$ cat src/common/tmr_pkg.sv
// Contract
// - Reset clears the control register to zero: stopped, clear mode, undivided clock.
// - Enable bit 7 low holds counter at zero; high counts selected pulses.
// - Mode bit 6: 0 clear-and-start after match, 1 free-running.
// - Bit 3 is a read-only overflow flag; writes to bit 3 are ignored, but it clears once enable bit 7 is low.
// - Clock select bits 1:0 pick divide by 1, 4, 32 or 1024.
// - Clear mode: on match counter returns to zero, keeps counting, match irq.
// - Free mode: on match raise match irq, counter keeps incrementing.
// - Free mode: counter wrap raises a separate overflow irq.
// - Combined irq is the OR of match irq and overflow irq.
// - Free mode with compare all ones never raises match irq.
// - First match may lag up to one count pulse after enabling.
// - Free mode: counter returns to zero right after overflow.
// - Reset loads compare register with zero.
// - Counter is neither readable nor writable; only compare and control.
//
`default_nettype none
// ----------------------------------------------------------------
// constants and types of the 16-bit timer
// ----------------------------------------------------------------
package tmr_pkg;
    // register addresses
    localparam logic [15:0] CTL_ADDR = 16'hff5b;
    localparam logic [15:0] CMP_ADDR = 16'hff5c;
    // reset values
    localparam logic [7:0] CTL_RESET = 8'h00;
    localparam logic [15:0] CMP_RESET = 16'h0000;
    localparam logic [15:0] CNT_RESET = 16'h0000;
    localparam logic [15:0] CNT_MAX = 16'hffff;
    localparam logic [15:0] RDATA_RESET = 16'h0000;
    // control field positions
    localparam int EN_BIT = 7;
    localparam int MODE_BIT = 6;
    localparam int OVF_BIT = 3;
    localparam int SEL_HI = 1;
    localparam int SEL_LO = 0;
    // clock select codes
    localparam logic [1:0] SEL_DIV1 = 2'h0;
    localparam logic [1:0] SEL_DIV4 = 2'h1;
    localparam logic [1:0] SEL_DIV32 = 2'h2;
    localparam logic [1:0] SEL_DIV1024 = 2'h3;
    // prescaler terminal masks
    localparam logic [9:0] DIV_RESET = 10'h000;
    localparam logic [9:0] MASK4 = 10'h003;
    localparam logic [9:0] MASK32 = 10'h01f;
    localparam logic [9:0] MASK1024 = 10'h3ff;

    typedef enum logic {
        TMR_CLEAR_START,
        TMR_FREE_RUN
    } tmr_mode_t;

    typedef struct packed {
        logic en;
        tmr_mode_t mode;
        logic ovf;
        logic [1:0] sel;
    } tmr_ctl_t;
endpackage
`default_nettype wire

$ cat src/verilog/tmr_prescale.sv
`timescale 1ns/100ps
`default_nettype none
// ----------------------------------------------------------------
// count clock prescaler
// ----------------------------------------------------------------
module tmr_prescale (
    input wire logic clk_sys,
    input wire logic srst,
    input wire logic [1:0] sel,
    output logic tick
);
    logic [9:0] div_reg;
    logic [9:0] div_next;
    logic end4;
    logic end32;
    logic end1024;

    // divider runs free, so a start is not aligned to the pulse
    assign div_next = div_reg + 10'h001;
    assign end4 = (div_reg & tmr_pkg::MASK4) == tmr_pkg::MASK4;
    assign end32 = (div_reg & tmr_pkg::MASK32) == tmr_pkg::MASK32;
    assign end1024 = div_reg == tmr_pkg::MASK1024;

    // divider register
    always_ff @(posedge clk_sys) begin
        if (srst) begin
            div_reg <= tmr_pkg::DIV_RESET;
        end else begin
            div_reg <= div_next;
        end
    end

    // count pulse selection
    always_comb begin
        case (sel)
            tmr_pkg::SEL_DIV1: tick = 1'b1;
            tmr_pkg::SEL_DIV4: tick = end4;
            tmr_pkg::SEL_DIV32: tick = end32;
            tmr_pkg::SEL_DIV1024: tick = end1024;
            default: tick = 1'b0;
        endcase
    end
endmodule
`default_nettype wire

$ cat src/verilog/tmr_top.sv
`timescale 1ns/100ps
`default_nettype none
// ----------------------------------------------------------------
// 16-bit interval and free-running timer
// ----------------------------------------------------------------
module tmr_top (
    input wire logic clk_sys,
    input wire logic srst,
    input wire logic [15:0] mem_addr,
    input wire logic mem_we,
    input wire logic mem_bit_we,
    input wire logic [2:0] mem_bit_sel,
    input wire logic mem_bit_val,
    input wire logic mem_rd,
    input wire logic [15:0] mem_wdata,
    output logic [15:0] mem_rdata,
    output logic match_irq,
    output logic overflow_irq,
    output logic combined_irq
);
    tmr_pkg::tmr_ctl_t ctl_reg;
    tmr_pkg::tmr_ctl_t ctl_next;
    logic [15:0] cmp_reg;
    logic [15:0] cmp_next;
    logic [15:0] cnt_reg;
    logic [15:0] cnt_next;
    logic [15:0] rdata_reg;
    logic [15:0] rdata_next;
    logic match_irq_reg;
    logic overflow_irq_reg;
    logic combined_irq_reg;
    logic tick;
    logic hit_ctl;
    logic hit_cmp;
    logic ctl_wr;
    logic cmp_wr;
    logic [7:0] ctl_rbyte;
    logic [7:0] bit_mask;
    logic [7:0] ctl_bitmerge;
    logic [7:0] ctl_wbyte;
    logic free_mode;
    logic step;
    logic at_cmp;
    logic at_max;
    logic match_ev;
    logic wrap_ev;
    logic ovf_irq_ev;
    logic [15:0] gap_reg;
    logic seen_reg;

    // ------------------------------------------------------------
    // count clock
    // ------------------------------------------------------------
    // selection is taken live; software keeps it still while running
    tmr_prescale u_prescale (
        .clk_sys(clk_sys),
        .srst(srst),
        .sel(ctl_reg.sel),
        .tick(tick)
    );

    // ------------------------------------------------------------
    // register access
    // ------------------------------------------------------------
    // address decode and write strobes
    assign hit_ctl = mem_addr == tmr_pkg::CTL_ADDR;
    assign hit_cmp = mem_addr == tmr_pkg::CMP_ADDR;
    assign ctl_wr = hit_ctl && (mem_we || mem_bit_we);
    assign cmp_wr = hit_cmp && mem_we;

    // control image; unused bits read as zero
    assign ctl_rbyte = {ctl_reg.en,
                        ctl_reg.mode == tmr_pkg::TMR_FREE_RUN,
                        2'b00,
                        ctl_reg.ovf,
                        1'b0,
                        ctl_reg.sel};

    // single bit writes merge into the current image
    assign bit_mask = 8'h01 << mem_bit_sel;
    assign ctl_bitmerge = mem_bit_val ? (ctl_rbyte | bit_mask)
                                      : (ctl_rbyte & ~bit_mask);
    assign ctl_wbyte = mem_bit_we ? ctl_bitmerge : mem_wdata[7:0];

    // read mux; the counter itself is never visible
    always_comb begin
        rdata_next = rdata_reg;
        if (mem_rd) begin
            if (hit_ctl) begin
                rdata_next = {8'h00, ctl_rbyte};
            end else if (hit_cmp) begin
                rdata_next = cmp_reg;
            end else begin
                rdata_next = tmr_pkg::RDATA_RESET;
            end
        end
    end

    // ------------------------------------------------------------
    // count and compare
    // ------------------------------------------------------------
    // event terms
    assign free_mode = ctl_reg.mode == tmr_pkg::TMR_FREE_RUN;
    assign step = ctl_reg.en && tick;
    assign at_cmp = cnt_reg == cmp_reg;
    assign at_max = cnt_reg == tmr_pkg::CNT_MAX;
    assign wrap_ev = step && at_max && !(!free_mode && at_cmp);
    assign ovf_irq_ev = wrap_ev && free_mode;

    // match event per mode
    always_comb begin
        case (ctl_reg.mode)
            tmr_pkg::TMR_CLEAR_START: match_ev = step && at_cmp;
            tmr_pkg::TMR_FREE_RUN: begin
                // all-ones compare never matches
                match_ev = step && at_cmp &&
                           (cmp_reg != tmr_pkg::CNT_MAX);
            end
            default: match_ev = 1'b0;
        endcase
    end

    // counter next value
    always_comb begin
        if (!ctl_reg.en) begin
            cnt_next = tmr_pkg::CNT_RESET;
        end else if (!tick) begin
            cnt_next = cnt_reg;
        end else if (!free_mode && at_cmp) begin
            cnt_next = tmr_pkg::CNT_RESET;
        end else if (at_max) begin
            cnt_next = tmr_pkg::CNT_RESET;
        end else begin
            cnt_next = cnt_reg + 16'h0001;
        end
    end

    // control next value; overflow set beats the disable clear
    always_comb begin
        ctl_next = ctl_reg;
        if (ctl_wr) begin
            ctl_next.en = ctl_wbyte[tmr_pkg::EN_BIT];
            ctl_next.mode = ctl_wbyte[tmr_pkg::MODE_BIT] ?
                            tmr_pkg::TMR_FREE_RUN :
                            tmr_pkg::TMR_CLEAR_START;
            ctl_next.sel = ctl_wbyte[tmr_pkg::SEL_HI:tmr_pkg::SEL_LO];
        end
        if (wrap_ev) begin
            ctl_next.ovf = 1'b1;
        end else if (!ctl_reg.en) begin
            ctl_next.ovf = 1'b0;
        end
    end

    // compare next value; a live rewrite may match at once
    assign cmp_next = cmp_wr ? mem_wdata : cmp_reg;

    // ------------------------------------------------------------
    // state registers
    // ------------------------------------------------------------
    // control and compare
    always_ff @(posedge clk_sys) begin
        if (srst) begin
            ctl_reg.en <= tmr_pkg::CTL_RESET[tmr_pkg::EN_BIT];
            ctl_reg.mode <= tmr_pkg::tmr_mode_t'(
                tmr_pkg::CTL_RESET[tmr_pkg::MODE_BIT]);
            ctl_reg.ovf <= tmr_pkg::CTL_RESET[tmr_pkg::OVF_BIT];
            ctl_reg.sel <= tmr_pkg::CTL_RESET[tmr_pkg::SEL_HI:tmr_pkg::SEL_LO];
            cmp_reg <= tmr_pkg::CMP_RESET;
        end else begin
            ctl_reg <= ctl_next;
            cmp_reg <= cmp_next;
        end
    end

    // counter and read data
    always_ff @(posedge clk_sys) begin
        if (srst) begin
            cnt_reg <= tmr_pkg::CNT_RESET;
            rdata_reg <= tmr_pkg::RDATA_RESET;
        end else begin
            cnt_reg <= cnt_next;
            rdata_reg <= rdata_next;
        end
    end

    // interrupt request pulses
    always_ff @(posedge clk_sys) begin
        if (srst) begin
            match_irq_reg <= 1'b0;
            overflow_irq_reg <= 1'b0;
            combined_irq_reg <= 1'b0;
        end else begin
            match_irq_reg <= match_ev;
            overflow_irq_reg <= ovf_irq_ev;
            combined_irq_reg <= match_ev | ovf_irq_ev;
        end
    end

    // outputs
    assign mem_rdata = rdata_reg;
    assign match_irq = match_irq_reg;
    assign overflow_irq = overflow_irq_reg;
    assign combined_irq = combined_irq_reg;

    // ------------------------------------------------------------
    // checks
    // ------------------------------------------------------------
    // pulses between clear-mode matches, for the period check
    always_ff @(posedge clk_sys) begin
        if (srst) begin
            gap_reg <= tmr_pkg::CNT_RESET;
            seen_reg <= 1'b0;
        end else if (!ctl_reg.en || free_mode || cmp_wr || ctl_wr) begin
            gap_reg <= tmr_pkg::CNT_RESET;
            seen_reg <= 1'b0;
        end else if (match_ev) begin
            gap_reg <= tmr_pkg::CNT_RESET;
            seen_reg <= 1'b1;
        end else if (step) begin
            gap_reg <= gap_reg + 16'h0001;
        end
    end
endmodule
`default_nettype wire

$ cat config.mk
export PLATFORM = sky130hd
export DESIGN_NAME = tmr_top
export DESIGN_NICKNAME = d
export VERILOG_FILES = /design/src/common/tmr_pkg.sv /design/src/verilog/tmr_prescale.sv /design/src/verilog/tmr_top.sv
export SDC_FILE = /design/constraint.sdc
export NUM_CORES = 1
export LEC_CHECK = 0
export BUFFER_PORTS_ARGS = -buffer_cell sky130_fd_sc_hd__buf_4
export CAP_MARGIN = 15
export CORE_ASPECT_RATIO = 0.8
export CORE_MARGIN = 2
export CORE_UTILIZATION = 57
export CTS_BUF_LIST = sky130_fd_sc_hd__clkbuf_2
export CTS_CLUSTER_SIZE = 24
export DETAILED_ROUTE_END_ITERATION = 6
export PLACE_DENSITY = 0.78
export SLEW_MARGIN = 25
export SYNTH_ARGS = -nofsm -noshare
export SYNTH_HDL_FRONTEND = slang
export SYNTH_SLANG_ARGS = --single-unit
$ cat constraint.sdc
create_clock -name clk_sys -period 2.1 [get_ports clk_sys]
set_input_delay 0.315 -clock clk_sys [delete_from_list [all_inputs] [get_ports clk_sys]]
set_output_delay 0.315 -clock clk_sys [all_outputs]
set_load 0.005 [all_outputs]
### Word level (Yosys, flattened, before mapping)

Cells that the tools add are included.

* memories: 0
* RAM bits: 0
* bits in latches: 0
* bits in read-only memories: 0
* register bits after elaboration: 66
* output and inout port bits: 19
* word-level logic and storage cells: 57

* shifts and indexed selects: 1
* multiply operators: 0
* $lt $le $gt $ge: 0
* div/mod/pow operators: 0
* reduce and logical (&&, ||, !) cells: 14
* add/sub/neg operators: 2
* equality and inequality tests: 12
* mux-type cells: 11
* bitwise operators: 6

Operator list (count)
* $mux 16: 4
* $eq 16x16->1 const B: 3
* $add 16x1->16 const B: 1
* $eq 16x16->1: 1
* $mux 8: 2
* $ne 16x16->1 const B: 1
* $add 10x1->10 const B: 1
* $eq 10x10->1 const B: 1
* $logic_and 1x1->1: 9
* $and 8x8->8: 1
* $not 8->8: 1
* $or 8x8->8: 1
* $shl 1x3->8 const A: 1
* $eq 2x2->1 const B: 3
* $eq 5x5->1 const B: 1
* $pmux 1 s4: 1
* $mux 1: 3
* $eq 2x1->1 const B: 1
* $logic_not 1->1: 2
* $logic_not 2->1: 1
* $ne 2x1->1 const B: 1
* $not 1->1: 2
* $pmux 1 s2: 1
* $reduce_or 2->1: 1
* other kinds (2): 2

### Longest topological paths before layout

Gate-level depths: netlist of the first run.

* depth after elaboration: 7
* mapped depth: 11
* gate-level depth less buffers: 10

### Cells and area by module

Synthesis of the first run repeated with hierarchy kept, for this count alone.

* cell total of the unflattened synthesis: 347
* area total of the unflattened synthesis: 3091.7 um^2

By module, submodules not included
* tmr_top: cells each 298, area an instance 2646.3 um^2, sequential area each 1121.1 um^2, times used 1
* tmr_prescale: cells each 49, area an instance 445.4 um^2, sequential area each 200.2 um^2, times used 1

### Least setup slack after synthesis of the first run

No wires, ideal clock.

* kind: register to register
* start point: register u_prescale.div_reg[0]
* end point: register cnt_reg[14]
* period minus slack after synthesis: 1.857 ns
* buffers on the path: 1
* cell stages (with the launch flop): 12
* path slack: 0.243 ns
* arrival: 1.743 ns
* cells stage by stage: dfxtp_1 -> ha_1 -> nand3_1 -> inv_1 -> ha_1 -> nor2b_1 -> a21oi_1 -> or2_2 -> buf_6 -> nand4_1 -> xor2_1 -> nor2_1

* cells in the longest elaborated chain, start to end: 2
* elaborated cells on any way between the ends: 4

Ends and longest elaborated chain
* start: declaration: RTL line tmr_prescale.sv:12 `logic [9:0] div_reg;`
* start signal: assignment: RTL line tmr_prescale.sv:27 `div_reg <= tmr_pkg::DIV_RESET;`
* start signal: assignment: RTL line tmr_prescale.sv:29 `div_reg <= div_next;`
* $eq 10x10->1 (tied with other cells): RTL line tmr_prescale.sv:22 `assign end1024 = div_reg == tmr_pkg::MASK1024;`
* $pmux 1 s4 (*): RTL line tmr_prescale.sv:35 `case (sel)`
* end signal: assignment: RTL line tmr_top.sv:179 `cnt_reg <= tmr_pkg::CNT_RESET;`
* end signal: assignment: RTL line tmr_top.sv:182 `cnt_reg <= cnt_next;`
* end: declaration: RTL line tmr_top.sv:25 `logic [15:0] cnt_reg;`

Every way passes the cells marked *; elsewhere a longest branch is shown, timed or not.
A chain may end at the register's enable or synchronous reset.

### Worst setup path in the final report of the first run

* start point: register u_prescale.div_reg[0]
* end point: register cnt_reg[7]

Same word-level chain as after synthesis.

==> flow_metrics.env, run 1 <==
export IMPL_cts_buffers=9
export IMPL_drv_slew=0
export IMPL_worstHoldPathType="in2reg"
export IMPL_use_met1=0.325
export IMPL_crit_fanout=7
export IMPL_ys_async_sr_fraction=0
export IMPL_rows=23
export IMPL_wl_per_cell_um=14.3
export IMPL_period_minus_slack_ns=2.00
export IMPL_syn_avg_cell_area_um2=8.63
export IMPL_use_met3=0.0726
export IMPL_start_kind="flip-flop"
export IMPL_place_congestion=0.811
export IMPL_start_util=0.600
export IMPL_p_sw_uw=511
export IMPL_dp_hpwl_mm=5.17
export IMPL_layout_common_cells="buf_4 (77), dfxtp_1 (66), nand3_1 (37), nor2_1 (35), a21oi_1 (34)"
export IMPL_antenna_found_initial=0
export IMPL_cts_sinks=66
export IMPL_io_pins=60
export IMPL_crit_top_cell="ha_1"
export IMPL_p_int_mw=1.96
export IMPL_status="finished clean"
export IMPL_slew_headroom=0.639
export IMPL_fin_cells=490
export IMPL_use_met2=0.387
export IMPL_power_frac_clock=0.433
export IMPL_critPathMaxStageDelay_ns=0.36
export IMPL_leakagePower_nw=1.42
export IMPL_ctsHtreeMaxLevel=3
export IMPL_final_nets=467
export IMPL_syn_nets=398
export IMPL_synth_top_area_cell="dfxtp_1"
export IMPL_crit_chain="ha_1 -> nand3_2 -> inv_1 -> ha_1 -> nor2b_1 -> a21oi_1 -> or2_4 -> buf_4 -> nand4_1 -> xor2_1 -> nor2_1"
export IMPL_crit_family="simple AND/OR/NAND/NOR gates"
export IMPL_synthCells=354
export IMPL_pwr_share_comb=0.054
export IMPL_cp_data_arrival_time_ns=2.40
export IMPL_fp_dieW_um=85.9
export IMPL_diodes=0
export IMPL_antenna_left=0
export IMPL_yosys_warnings=0
export IMPL_end_kind="flip-flop"
export IMPL_report_final_hold_viol_count=0
export IMPL_overflow=0
export IMPL_dp_cells=470
export IMPL_busiest_layer="met2"
export IMPL_insertion_delay_ns=0.49
export IMPL_final_setup_worst_slack_ns=0.0955
export IMPL_power_density_nw_per_um2=649
export IMPL_yosys_top_cells_area="dfxtp_1 (43%), xnor2_1 (6.9%), nand3_1 (6.2%)"
export IMPL_fp_dieH_um=69.5
export IMPL_dr_pass1_iters=6
export IMPL_clock_path_buffers=2
export IMPL_worstMarginPinSlew_ns=0.540
export IMPL_drt_iter0_markers=162
export IMPL_whs_ns=0.0527
export IMPL_finClkSkew_ns=0.0215
export IMPL_synth_seq_area_share=0.432
export IMPL_drcViolationCount=0
export IMPL_coreArea_um2=5090
export IMPL_grt_pass1_vias=2570
export IMPL_num_vias=2739
export IMPL_switching_share=0.207
export IMPL_irDropWorstVdd_mv=0.429
export IMPL_die_area_um2=5970
export IMPL_required_ns=2.49
export IMPL_tns_ns=0
export IMPL_via_per_inst=5.59
export IMPL_synth_distinct_cells=42
export IMPL_slowest_stage="dfxtp_1"
export IMPL_setup_viol=0
export IMPL_synth_top_cell_area_share=0.432
export IMPL_cap_violations=0
export IMPL_cts_root_buf="clkbuf_2"
export IMPL_clkTransAtPathRegs_ns=0.19
export IMPL_port_buffers=59
export IMPL_min_period_over_period=0.955
export IMPL_layout_drive_gt1_share=0.234
export IMPL_ys_flop_type="dfxtp_1"
export IMPL_crit_type="reg2reg"
export IMPL_syn_cell_area_um2=3060
export IMPL_area_growth_pct=24.4
export IMPL_grt_max_degree=49
export IMPL_cts_tree="done"
export IMPL_final_common_cell="buf_4"
export IMPL_path_buf_inv=2
export IMPL_ys_ff_latch=66
export IMPL_p_total_mw=2.47
export IMPL_place_ws_ns=-0.0522
export IMPL_share_seq_of_total_power=0.514
export IMPL_grt_pass1_wl_mm=11.6
export IMPL_timing_fmax_ghz=0.499
export IMPL_synth_edff_count=0
export IMPL_final_fill_count=390
export IMPL_wl_mm=7.01
export IMPL_postCtsHoldBufs=0
export IMPL_track_usage=0.241
-- layer usage --
layer  part of all wire  vias up
met4             0.0077        0
met3              0.067       10
met5                  0        -
met1               0.46     1267
li1                   -     1379
met2               0.46       83
-- cells in the mapped netlist, types with 3 or more instances --
| master | n |
|---|---|
| xnor2_1 | 24 |
| a22oi_1 | 5 |
| ha_1 | 3 |
| a21oi_1 | 34 |
| nand2b_1 | 14 |
| a311oi_1 | 4 |
| xor2_1 | 12 |
| nor2b_1 | 5 |
| nor2_1 | 35 |
| nand2_1 | 27 |
| o21ai_0 | 6 |
| nor4_1 | 3 |
| dfxtp_1 | 66 |
| clkbuf_1 | 8 |
| mux2i_1 | 5 |
| and2_1 | 5 |
| buf_6 | 4 |
| a211oi_1 | 5 |
| and3_1 | 3 |
| buf_1 | 3 |
| inv_1 | 5 |
| buf_2 | 3 |
| nand4_1 | 17 |
| nand3_1 | 38 |
| and4_1 | 3 |
-- cells by family (layout without fill, tap and decap cells) --
family	after synthesis	count (layout)	share of synthesized area
adders and majority gates	3	3	0.0123
and+or+nand+nor	160	160	0.274
DFF	66	66	0.432
xor gates and xnor gates	36	36	0.103
buffers and inverters	25	99	0.0434
AOI/OAI and AO/OA	59	59	0.118
muxes	5	5	0.0164
-- path summary, 6_finish.rpt --
kind                                         start                          endpoint  slack (ns)  cells after the start
setup / recovery  u_prescale.div_reg[0]$_SDFF_PP0_           cnt_reg[7]$_SDFFE_PP0N_         0.1                     11
hold reg to reg   u_prescale.div_reg[0]$_SDFF_PP0_  u_prescale.div_reg[0]$_SDFF_PP0_        0.46                      1
hold / removal                       mem_wdata[12]          cmp_reg[12]$_SDFFE_PP0P_        0.05                      3
setup reg to reg  u_prescale.div_reg[0]$_SDFF_PP0_           cnt_reg[7]$_SDFFE_PP0N_         0.1                     11
-- stage by stage --
step	utilization	instance area (µm²)
floorplan	-	3060
global placement	0.702	3580
detailed placement	0.702	3580
CTS	0.737	3750
global route	0.747	3800
finish	0.747	3800
-- tightest hold or removal path, cell delays in order --
cell	delay, ns
buf_4	0.11
nand3_1	0.06
a21oi_1	0.05
-- cell type report --
| type | instances | area, µm² | area share |
|---|---|---|---|
| multi-input cells | 263 | 1610 | 0.423 |
| flip-flops and latches | 66 | 1320 | 0.347 |
| repair buffers | 78 | 598 | 0.157 |
| clock inverters | 7 | 131 | 0.0346 |
| well taps | 62 | 77.6 | 0.0204 |
| clock buffers | 9 | 45.0 | 0.0118 |
| inverters | 5 | 18.8 | 0.00494 |
-- repair_timing --
action | in CTS | in global routing
pin swaps | 1 | 2
setup buffers | 0 | 4
endpoints found under the setup margin | 7 | 17
gates cloned | 0 | 0
gates resized for setup | 1 | 2
-- power by group through the flow --
stage | Combinational (mW) | Sequential, mW | Clock, mW
2_1_floorplan | 0.0538 | 1.29 | 0
3_3_place_gp | 0.130 | 1.29 | 0
3_5_place_dp | 0.132 | 1.29 | 0
4_1_cts | 0.132 | 1.27 | 1.08
5_1_grt | 0.145 | 1.27 | 1.14
6_report | 0.132 | 1.27 | 1.07
Note: power is estimated with default switching activity, not from simulation.
==> inputs of run 2 (changes only) <==
- BUFFER_PORTS_ARGS: -buffer_cell sky130_fd_sc_hd__buf_4 -> -buffer_cell sky130_fd_sc_hd__buf_2
==> run 2 against run 1 <==
Net effect: the flow now finishes with violations (DRC); sequential cell count stayed put; non-clock buffer count is 4 lower; final cell count decreased by 1.0%; first-iteration DRC count rose by 15%; clock power shrank 36%; die area is the same; count of clock-buffer cells in the layout unchanged; critical endpoint is now cnt_reg[9]$_SDFFE_PP0N_; largest power group unchanged; highest routed layer unchanged.
==> flow_metrics.env, run 2 (same netlist as run 1, synthesis figures left out) <==
export IMPL_rows=23
export IMPL_die_area_um2=5970
export IMPL_cts_tree="done"
export IMPL_via_per_inst=5.68
export IMPL_final_common_cell="dfxtp_1"
export IMPL_dr_pass1_iters=7
export IMPL_ctsHtreeMaxLevel=3
export IMPL_insertion_delay_ns=0.51
export IMPL_required_ns=2.56
export IMPL_final_nets=463
export IMPL_dp_cells=464
export IMPL_cts_buffers=9
export IMPL_area_growth_pct=16.6
export IMPL_r2r_start="u_prescale.div_reg[0]$_SDFF_PP0_"
export IMPL_fin_cells=485
export IMPL_r2r_slack_ns=0.16
export IMPL_fp_dieW_um=85.9
export IMPL_layout_drive_gt1_share=0.222
export IMPL_antenna_left=0
export IMPL_wl_per_cell_um=14.3
export IMPL_track_usage=0.249
export IMPL_postCtsHoldBufs=0
export IMPL_rr_worst_depth=7
export IMPL_min_period_over_period=0.924
export IMPL_port_buffers=59
export IMPL_cts_sinks=66
export IMPL_place_congestion=0.814
export IMPL_drt_iter0_markers=187
export IMPL_setup_worst_path_start="u_prescale.div_reg[0]$_SDFF_PP0_"
export IMPL_dp_hpwl_mm=5.00
export IMPL_leakagePower_nw=1.33
export IMPL_cap_violations=0
export IMPL_timing_fmax_ghz=0.515
export IMPL_diodes=0
export IMPL_crit_type="reg2reg"
export IMPL_io_pins=60
export IMPL_drcViolationCount=2
export IMPL_grt_max_degree=47
export IMPL_end_kind="flip-flop"
export IMPL_fp_dieH_um=69.5
export IMPL_antenna_found_initial=0
export IMPL_finClkSkew_ns=0.0157
export IMPL_clkTransAtPathRegs_ns=0.18
export IMPL_multi_input_area_um2=1620
export IMPL_worstMarginPinSlew_ns=0.524
export IMPL_cp_data_arrival_time_ns=2.40
export IMPL_final_fill_count=437
export IMPL_crit_path_end="cnt_reg[9]$_SDFFE_PP0N_"
export IMPL_drv_slew=0
export IMPL_reg2reg_to="cnt_reg[9]$_SDFFE_PP0N_"
export IMPL_period_minus_slack_ns=1.94
export IMPL_wl_mm=6.92
export IMPL_seq_area_um2=1320
export IMPL_p_total_mw=2.06
export IMPL_grt_pass1_wl_mm=11.9
export IMPL_cts_root_buf="clkbuf_2"
export IMPL_crit_fanout=5
export IMPL_power_density_nw_per_um2=578
export IMPL_start_kind="flip-flop"
export IMPL_overflow=0
export IMPL_tns_ns=0
export IMPL_violations="DRC"
export IMPL_slew_headroom=0.650
export IMPL_grt_pass1_vias=2551
export IMPL_clock_path_buffers=2
export IMPL_status="finished with violations"
export IMPL_worstHoldPathType="in2reg"
export IMPL_start_util=0.600
export IMPL_grt_setup_unrepaired="no"
export IMPL_report_final_hold_viol_count=0
export IMPL_num_vias=2754
export IMPL_layout_common_cells="dfxtp_1 (66), buf_2 (59), nand3_1 (37), nor2_1 (35), a21oi_1 (33)"
export IMPL_coreArea_um2=5090
export IMPL_setup_viol=0
export IMPL_irDropWorstVdd_mv=0.320
[run 2: changes by cell type in the layout (fill, tap and decap cells not counted)]
cell       change
bufinv_16      -3
inv_2          -1
nor4_2         +1
a21oi_1        -1
buf_2         +59
buf_12         +1
nor4_1         -1
a21oi_2        +1
inv_1          +1
buf_4         -64
clkinv_1       +2
[run 2: per-layer routing]
| metal | wire length (µm) | global-route usage |
|---|---|---|
| met1 | 3180 | 0.330 |
| met2 | 3250 | 0.399 |
| met3 | 401 | 0.0857 |
| met4 | 89 | 0.0406 |
| met5 | 0 | 0 |
[run 2: repair_timing]
action | in CTS | in global routing
gates resized for setup | 1 | 3
pin swaps | 0 | 2
buffers inserted | 0 | 6
endpoints found under the setup margin | 12 | 18
[run 2: how the worst min path moves through the flow]
stage                                      from  slack, ns                          endpoint  depth (start not counted)
3_3_place_gp   u_prescale.div_reg[0]$_SDFF_PP0_       0.42  u_prescale.div_reg[0]$_SDFF_PP0_                          1
6_report                          mem_wdata[11]       0.03          cmp_reg[11]$_SDFFE_PP0P_                          3
2_1_floorplan  u_prescale.div_reg[0]$_SDFF_PP0_       0.41  u_prescale.div_reg[0]$_SDFF_PP0_                          1
5_1_grt                           mem_wdata[13]      0.003          cmp_reg[13]$_SDFFE_PP0P_                          3
3_5_place_dp   u_prescale.div_reg[0]$_SDFF_PP0_       0.44  u_prescale.div_reg[0]$_SDFF_PP0_                          1
4_1_cts                           mem_wdata[11]       0.01          cmp_reg[11]$_SDFFE_PP0P_                          3
[run 2: through the flow]
stage           util  worst slack, ns  hold slack (ns)  instance area, µm²
2_1_floorplan      -            0.243            0.413                3060
3_3_place_gp   0.669            0.106            0.422                3410
3_5_place_dp   0.669           0.0199            0.437                3410
4_1_cts        0.688           0.0297           0.0126                3500
5_1_grt        0.700           0.0240          0.00256                3560
6_report       0.700            0.159           0.0340                3560
[run 2: worst max-delay path, stage by stage, from the launching register on]
cell and delay, ns:
dfxtp_1 0.38, ha_1 0.20, nand3_2 0.12, nor4_2 0.37, o2111ai_1 0.17, buf_4 0.18, nor4b_1 0.32, o21ba_2 0.16
[run 2: area by class of cell]
cell class                 count  area share
tap                           62      0.0218
clock buffer                   9      0.0126
timing repair buffer          74       0.121
multi-input combinational    263       0.455
inverter                       5     0.00527
sequential                    66       0.371
clock inverter                 6      0.0137
[run 2: report_power, final]
| part | leakage [nW] | total (mW) | switching (mW) | internal (mW) |
|---|---|---|---|---|
| clock | 0.0594 | 0.683 | 0.433 | 0.250 |
| sequential | 0.533 | 1.27 | 0.00499 | 1.26 |
| combinational | 0.738 | 0.111 | 0.0597 | 0.0512 |
